[src/verilog/ptsp_pkg.sv]
// Constants for the port-three and serial pin block
package ptsp_pkg;
	localparam int         WIDTH        = 8;
	localparam logic [7:0] LATCH_RST    = 8'hFF;
	localparam int         BIT_RXD      = 0;
	localparam int         BIT_TXD      = 1;
	localparam int         BIT_IRQ0     = 2;
	localparam int         BIT_IRQ1     = 3;
	localparam int         BIT_T0       = 4;
	localparam int         BIT_T1       = 5;
	localparam int         BIT_WR       = 6;
	localparam int         BIT_RD       = 7;
	localparam int         GLITCH_NS    = 50;
	localparam int         CLK_NS       = 10;
	// Glitch up to this long is rejected: need one more stable cycle than it spans
	localparam int         FILT_CYC     = (GLITCH_NS + CLK_NS - 1) / CLK_NS + 1;
	localparam logic [3:0] FILT_MAX     = 4'(FILT_CYC);
	localparam logic [3:0] FILT_ZERO    = 4'h0;
endpackage : ptsp_pkg

[src/verilog/ptsp_port.sv]
// Port three latch, pin drivers, read paths and serial pin conditioning
// Behaviour
// RL1: Latch one gives weak pull-up, input use
// RL2: Latch zero drives pin low
// RL3: Alternate function only while latch holds one; code lets selected pwm drive bits 3, 4 whatever the latch holds
// RL4: Bit0 receive data, bit1 transmit/serial clock
// RL5: Bit2 irq0, bit3 irq1/pwm1/miso, bit4 t0/pwm0
// RL6: Bit5 t1, bit6 write strobe, bit7 read
// RL7: Selected pwm outputs override bits 3, 4
// RL8: I2C mode: no strong pull-up, weak only
// RL9: SPI mode: SPI controls strong pull-up
// RL10: Filter serial inputs, reject 50 ns glitches; code filters only the I2C inputs, SPI inputs are only synchronised
// RL11: I2C master: software drives serial pins directly
// RL12: Master-in data shares bit3 port buffer
// RL13: Plain reads pins; read-modify-write reads latch
// RL14: Bit operations rewrite whole latch byte
// RL15: Read-modify-write operand taken from latch
// RL16: Latch loads on write, presents on read strobes
// RL17: Latch resets to all ones
`timescale 1ns/1ps
`default_nettype none
module ptsp_port (
	input  wire logic       mclk,            // Core clock
	input  wire logic       nrst,            // Sync reset, active low
	input  wire logic [7:0] bus_wdata,       // Internal bus write data
	input  wire logic       latch_wr,        // Write byte to latch
	input  wire logic       bit_wr,          // Write single bit (read-modify-write)
	input  wire logic [2:0] bit_sel,         // Addressed bit
	input  wire logic       bit_val,         // New value of addressed bit
	input  wire logic       latch_rd,        // Read latch strobe
	input  wire logic       pin_rd,          // Read pin strobe
	output logic      [7:0] bus_rdata,       // Read data to internal bus
	output logic      [7:0] port_three_latch, // Latch contents
	input  wire logic [7:0] pin_in,          // Port pin levels
	output logic      [7:0] pin_out,         // Port pin drive value
	output logic      [7:0] pin_oe_n,        // Low while pin driven low
	output logic      [7:0] pin_pullup,      // Weak pull-up enable
	input  wire logic       uart_txd,        // Transmit data / mode 0 clock
	input  wire logic       uart_rxd_out,    // Mode 0 serial data out
	input  wire logic       xmem_wr_n,       // External write strobe
	input  wire logic       xmem_rd_n,       // External read strobe
	input  wire logic       pwm0_sel,        // Pwm 0 onto bit 4
	input  wire logic       pwm1_sel,        // Pwm 1 onto bit 3
	input  wire logic       pwm0,            // Pwm 0 output level
	input  wire logic       pwm1,            // Pwm 1 output level
	output logic            uart_rxd,        // Receive data to UART
	output logic            ext_irq_zero_pin, // Irq 0 input
	output logic            ext_irq_one_pin, // Irq 1 input
	output logic            spi_miso,        // Master-in data
	output logic            timer_zero_count_input, // Timer 0 count input
	output logic            pwm_ext_clk,     // Pwm external clock
	output logic            timer_one_count_input, // Timer 1 count input
	input  wire logic       serial_interface_select, // 1 SPI, 0 I2C
	input  wire logic       i2c_master,      // I2C master mode
	input  wire logic       sw_sclk,         // Software serial clock level
	input  wire logic       sw_sdata,        // Software serial data level
	input  wire logic       spi_sclk_out,    // SPI clock output
	input  wire logic       spi_mosi_out,    // SPI data output
	input  wire logic       i2c_sclk_low,    // I2C logic pulls clock low
	input  wire logic       i2c_sdata_low,   // I2C logic pulls data low
	input  wire logic       serial_clock_pin, // Clock pin level
	input  wire logic       serial_data_pin, // Data pin level
	output logic            sclk_out,        // Clock pin drive value
	output logic            sclk_oe_n,       // Clock pin enable, low drives
	output logic            sclk_strong_pu,  // Clock strong pull-up
	output logic            sdata_out,       // Data pin drive value
	output logic            sdata_oe_n,      // Data pin enable, low drives
	output logic            sdata_strong_pu, // Data strong pull-up
	output logic            serial_pin_weak_pu, // Weak pull-ups on serial pins
	output logic            i2c_sclk_in,     // Filtered clock to I2C
	output logic            i2c_sdata_in,    // Filtered data to I2C
	output logic            spi_sclk_in,     // Clock to SPI
	output logic            spi_mosi_in      // Data to SPI
);
	logic [7:0] latch_q;
	logic [7:0] pin_s1_q, pin_s2_q;
	logic [7:0] alt_out;
	logic [7:0] drive;
	logic [1:0] ser_s1_q, ser_s2_q;
	logic [1:0] filt_q;
	logic [3:0] cnt_q [2];
	logic [7:0] rd_q;

	// Latch: byte write or bit write of whole byte
	always_ff @(posedge mclk) begin
		if (!nrst) begin
			latch_q <= ptsp_pkg::LATCH_RST; // RL17
		end else if (latch_wr) begin
			latch_q <= bus_wdata; // RL16
		end else if (bit_wr) begin
			latch_q <= latch_q; // RL14
			latch_q[bit_sel] <= bit_val; // RL14
		end
	end
	assign port_three_latch = latch_q;

	// Pins are asynchronous: two-stage synchroniser
	always_ff @(posedge mclk) begin
		if (!nrst) begin
			pin_s1_q <= ptsp_pkg::LATCH_RST;
			pin_s2_q <= ptsp_pkg::LATCH_RST;
		end else begin
			pin_s1_q <= pin_in;
			pin_s2_q <= pin_s1_q;
		end
	end

	// Read data registered; latch read takes priority so RMW sees latch
	always_ff @(posedge mclk) begin
		if (!nrst) begin
			rd_q <= ptsp_pkg::LATCH_RST;
		end else if (latch_rd) begin
			rd_q <= latch_q; // RL13 RL15
		end else if (pin_rd) begin
			rd_q <= pin_s2_q; // RL13
		end
	end
	assign bus_rdata = rd_q;

	// Alternate output values; input-only functions idle high
	always_comb begin
		alt_out = ptsp_pkg::LATCH_RST;
		alt_out[ptsp_pkg::BIT_RXD] = uart_rxd_out; // RL4
		alt_out[ptsp_pkg::BIT_TXD] = uart_txd; // RL4
		alt_out[ptsp_pkg::BIT_WR]  = xmem_wr_n; // RL6
		alt_out[ptsp_pkg::BIT_RD]  = xmem_rd_n; // RL6
	end

	// Per-bit drive: latch AND alternate, with pwm overriding latch
	genvar g;
	generate
		for (g = 0; g < ptsp_pkg::WIDTH; g++) begin : g_bit
			always_comb begin
				if (g == ptsp_pkg::BIT_IRQ1 && pwm1_sel) begin
					drive[g] = pwm1; // RL7
				end else if (g == ptsp_pkg::BIT_T0 && pwm0_sel) begin
					drive[g] = pwm0; // RL7
				end else begin
					drive[g] = latch_q[g] & alt_out[g]; // RL1 RL2 RL3
				end
			end
			// Quasi-bidirectional: only a low is driven, high comes from pull-up
			assign pin_out[g]    = 1'b0;
			assign pin_oe_n[g]   = drive[g]; // RL2
			assign pin_pullup[g] = 1'b1; // RL1
		end
	endgenerate

	// Alternate inputs read the synchronised pins
	assign uart_rxd               = pin_s2_q[ptsp_pkg::BIT_RXD]; // RL4
	assign ext_irq_zero_pin       = pin_s2_q[ptsp_pkg::BIT_IRQ0]; // RL5
	assign ext_irq_one_pin        = pin_s2_q[ptsp_pkg::BIT_IRQ1]; // RL5
	assign spi_miso               = pin_s2_q[ptsp_pkg::BIT_IRQ1]; // RL12
	assign timer_zero_count_input = pin_s2_q[ptsp_pkg::BIT_T0]; // RL5
	assign pwm_ext_clk            = pin_s2_q[ptsp_pkg::BIT_T0]; // RL5
	assign timer_one_count_input  = pin_s2_q[ptsp_pkg::BIT_T1]; // RL6

	// Serial pins: SPI push-pull, I2C open drain with weak pull-up
	logic sclk_val, sdata_val;
	always_comb begin
		if (serial_interface_select) begin
			sclk_val  = spi_sclk_out;
			sdata_val = spi_mosi_out;
		end else if (i2c_master) begin
			sclk_val  = sw_sclk & ~i2c_sclk_low; // RL11
			sdata_val = sw_sdata & ~i2c_sdata_low; // RL11
		end else begin
			sclk_val  = ~i2c_sclk_low;
			sdata_val = ~i2c_sdata_low;
		end
	end
	assign sclk_out           = sclk_val;
	assign sdata_out          = sdata_val;
	assign sclk_oe_n          = serial_interface_select ? 1'b0 : sclk_val; // RL9
	assign sdata_oe_n         = serial_interface_select ? 1'b0 : sdata_val; // RL9
	assign sclk_strong_pu     = serial_interface_select & spi_sclk_out; // RL8 RL9
	assign sdata_strong_pu    = serial_interface_select & spi_mosi_out; // RL8 RL9
	assign serial_pin_weak_pu = 1'b1; // RL8

	always_ff @(posedge mclk) begin
		if (!nrst) begin
			ser_s1_q <= 2'h3;
			ser_s2_q <= 2'h3;
		end else begin
			ser_s1_q <= {serial_data_pin, serial_clock_pin};
			ser_s2_q <= ser_s1_q;
		end
	end
	assign spi_sclk_in = ser_s2_q[0];
	assign spi_mosi_in = ser_s2_q[1];

	// Filter: output follows only after input stable FILT_CYC cycles
	generate
		for (g = 0; g < 2; g++) begin : g_filt
			always_ff @(posedge mclk) begin
				if (!nrst) begin
					filt_q[g]   <= 1'b1;
					cnt_q[g]    <= ptsp_pkg::FILT_ZERO;
				end else if (ser_s2_q[g] == filt_q[g]) begin
					cnt_q[g]    <= ptsp_pkg::FILT_ZERO; // RL10
				end else if (cnt_q[g] == ptsp_pkg::FILT_MAX - 4'h1) begin
					filt_q[g]   <= ser_s2_q[g]; // RL10
					cnt_q[g]    <= ptsp_pkg::FILT_ZERO;
				end else begin
					cnt_q[g]    <= cnt_q[g] + 4'h1; // RL10
				end
			end
		end
	endgenerate
	assign i2c_sclk_in  = filt_q[0];
	assign i2c_sdata_in = filt_q[1];
endmodule : ptsp_port
`default_nettype wire
[config.mk]
export PLATFORM = sky130hd
export DESIGN_NAME = ptsp_port
export DESIGN_NICKNAME = d
export VERILOG_FILES = /design/src/verilog/ptsp_pkg.sv /design/src/verilog/ptsp_port.sv
export SDC_FILE = /design/constraint.sdc
export NUM_CORES = 1
export LEC_CHECK = 0
export BUFFER_PORTS_ARGS = -buffer_cell sky130_fd_sc_hd__buf_2
export CORE_MARGIN = 2
export CORE_UTILIZATION = 41
export CTS_CLUSTER_DIAMETER = 150
export DETAILED_ROUTE_END_ITERATION = 8
export GPL_ROUTABILITY_DRIVEN = 1
export GPL_TIMING_DRIVEN = 0
export PLACE_DENSITY = 0.75
export SYNTH_ARGS = -nofsm -noshare
export SYNTH_HDL_FRONTEND = slang
export SYNTH_SLANG_ARGS = --single-unit
[constraint.sdc]
create_clock -name mclk -period 1.1 [get_ports mclk]
set_input_delay 0.055 -clock mclk [delete_from_list [all_inputs] [get_ports mclk]]
set_output_delay 0.055 -clock mclk [all_outputs]
set_load 0.02 [all_outputs]
==> results.toml <==
[logic_synthesis]
synth-edff-count = 8
synth_area_leader_cell = "dfxtp_1"
ys_seq_area_frac = 0.469
synth_most_common_cell = "dfxtp_1"
synthArstFlopShare = 0
synthCells = 204
postSynthRegisterBits = 46
syn_area_um2 = 2140
ys.flop_type = "dfxtp_1"
yosysUniqueCellTypes = 35
synthTopCellsByCount = "38 x dfxtp_1, 22 x buf_4, 20 x nand2b_1, 13 x nor2_1"
avgSynthCellArea_um2 = 10.5
synth_area_leaders = "dfxtp_1 36%, edfxtp_1 11%, buf_4 7.7%, nand2b_1 5.9%, mux2_2 5.8%"
synth_top_cell_area_share = 0.356
yosysWarnings = 0

[cells_and_area]
layout.nets = 379
fin_util = 0.595
n_antenna_cell = 0
area_growth_pct = 41.5
layout-drive-gt1-share = 0.434

[global_routing]
antenna_found_initial = 0
grt_pass1_wl_um = 7210
grt_pass1_vias = 1595
grt_remaining_overflow = 0
grt_max_degree = 14
track_usage = 0.156

[route]
wl_met3_um = 193
highest_layer = "met4"
drt_first_pass_iters = 4
drt_iter0_drc = 54
vias = 1760
avgViaCountPerCell = 4.38
wl_met2_um = 2370
ant_nets = 0
wirelength_um = 4680
wl_per_cell_um = 11.6
drc_errors = 0
wl_met1_um = 2070

[pwr]
vdd_drop_max_mv = 0.710
total_power_w = 0.00373
power_leakage_nw = 1.35
sequentialPowerShare = 0.492
comb_power_share = 0.184
p_int_w = 0.00280
p_clk_frac = 0.324
power_switching_w = 0.000933
p_per_area_nw_per_um2 = 1230
switching_share = 0.250

[floorplan]
core-area_um2 = 5070
fp.dieArea_um2 = 5800
die_h_um = 76.2
rows = 26
fp.dieW_um = 76.2
initial_core_util = 0.421
pin_count = 102

[clocking]
cts_inserted_buffers = 5
cts_tree = "yes"
cts_buffer_depth = 2
clk_pin_slew_worst_paths_ns = 0.08
clkSinkCount = 46
clkLatencyLatePin_ns = 0.29
root_buffer = "clkbuf_8"
h-tree-depth = 2

[timing]
max_freq_mhz = 842
finalHoldViolCount = 0
finalCritPeriodShare = 1.08
slew_violations = 0
setup-violations-final = 10
skew_ns = 0.00146
min_period_ns = 1.19
rsz0062_at_grt = "true"
layout_setup_ws_ns = -0.0879

[outcome]
status = "finished with violations"
violations = "negative setup slack"

[hold_path]
hold_class = "in2reg"

[placement]
gp_congestion = 0.748
dpl.hpwl_um = 3370
port_buffers = 80

[critical_path]
startpoint_type = "flip-flop"
end_kind = "flip-flop"
crit_arrival_ns = 1.23
cp.required_ns = 1.15
critPathMaxFanout = 4
critPathKind = "reg2reg"

[job]
drv_cap = 0
-- cell type report --
class                   instances  area (um2)
plain buffers                  30         223
clock buffers                   7        76.3
clock inverters                 1        30.0
fillers                       466        2050
inverters                       6        22.5
multi-input cells             145        1000
flip-flops and latches         46        1010
well taps                      70        87.6
repair buffers                 97         572
-- flip-flops by register name, indices dropped and copies added (netlist names) --
signal            flops
pin_s2_q              8
ser_s1_q              2
pin_s1_q              8
port_three_latch      8
i2c_sdata_in          1
bus_rdata             8
ser_s2_q              2
i2c_sclk_in           1
cnt_q                 8
-- per-stage QoR --
stage               cell area (um2)  TNS [ns]  setup WS, ns  instances  hold slack (ns)
global placement               2720    -0.657       -0.0678        377            0.236
detailed placement             2720     -1.02        -0.109        377            0.238
finish                         3020    -0.722       -0.0879        402           0.0110
CTS                            3000    -0.662       -0.0781        402          0.00713
global route                   3020     -1.36        -0.161        402           0.0120
floorplan                      2230  -0.00151     -0.000902        227            0.156
-- worst max-delay path, cell delays in order, from the launching register on --
cell and delay [ns]:
edfxtp_1 0.39, inv_1 0.08, ha_2 0.16, nand3b_1 0.12
nand3_2 0.14, nor2_1 0.05
-- logic make-up (layout without fill, tap and decap cells) --
group | after synthesis | in the layout | share of synthesized area
xor+xnor | 6 | 6 | 0.0246
simple gates | 74 | 74 | 0.206
mux | 22 | 22 | 0.110
compound gates | 14 | 14 | 0.0492
other cells | 2 | 25 | 0.00352
flops | 46 | 46 | 0.469
fa+ha+maj | 4 | 4 | 0.0234
buf+inv | 36 | 141 | 0.115
-- per-layer routing --
layer	GRT usage	up-vias
met3	0.0332	5
met5	0	-
met1	0.193	795
met4	0.0436	0
li1	-	906
met2	0.273	54
-- power by group through the flow --
stage / logic (W) / clock network, W / registers [W]
after floorplan: 0.000370 / 0 / 0.00192
after global placement: 0.000607 / 0 / 0.00188
after detailed placement: 0.000614 / 0 / 0.00188
after CTS: 0.000672 / 0.00125 / 0.00184
after global routing: 0.000737 / 0.00132 / 0.00185
final: 0.000685 / 0.00121 / 0.00184
-- cell usage in the layout, fill, tap and decap left out, drive strengths merged, types with 3 or more instances in the layout --
cell type / count
a311oi: 3
inv: 6
edfxtp: 8
xor2: 4
nor2: 13
dlygate4sd3: 11
nor3b: 3
nand2b: 20
nand3: 4
mux2: 12
nand2: 11
dfxtp: 38
and4bb: 3
a211oi: 4
ha: 4
buf: 112
clkbuf: 11
mux2i: 10
conb: 25
nor4b: 4
and2: 6
-- worst paths after layout --
path | from | to | slack (ns) | cells after the start
setup / recovery | cnt_q[0][1] | cnt_q[0][2] | -0.09 | 5
hold reg to reg | pin_s1_q[7] | pin_s2_q[7] | 0.41 | 1
hold / removal | bus_wdata[6] | port_three_latch[6] | 0.01 | 3
setup reg to reg | cnt_q[0][1] | cnt_q[0][2] | -0.09 | 5
-- timing repair --
| item | in CTS | in global routing |
|---|---|---|
| gates resized for setup | 6 | 8 |
| gates cloned | 0 | 0 |
| setup endpoints to repair | 12 | 12 |
| hold endpoints to repair | 11 | 0 |
| hold buffers | 11 | 0 |
| pin swaps | 3 | 3 |
| setup buffers | 6 | 0 |
Power figures use the tool's default switching activity.
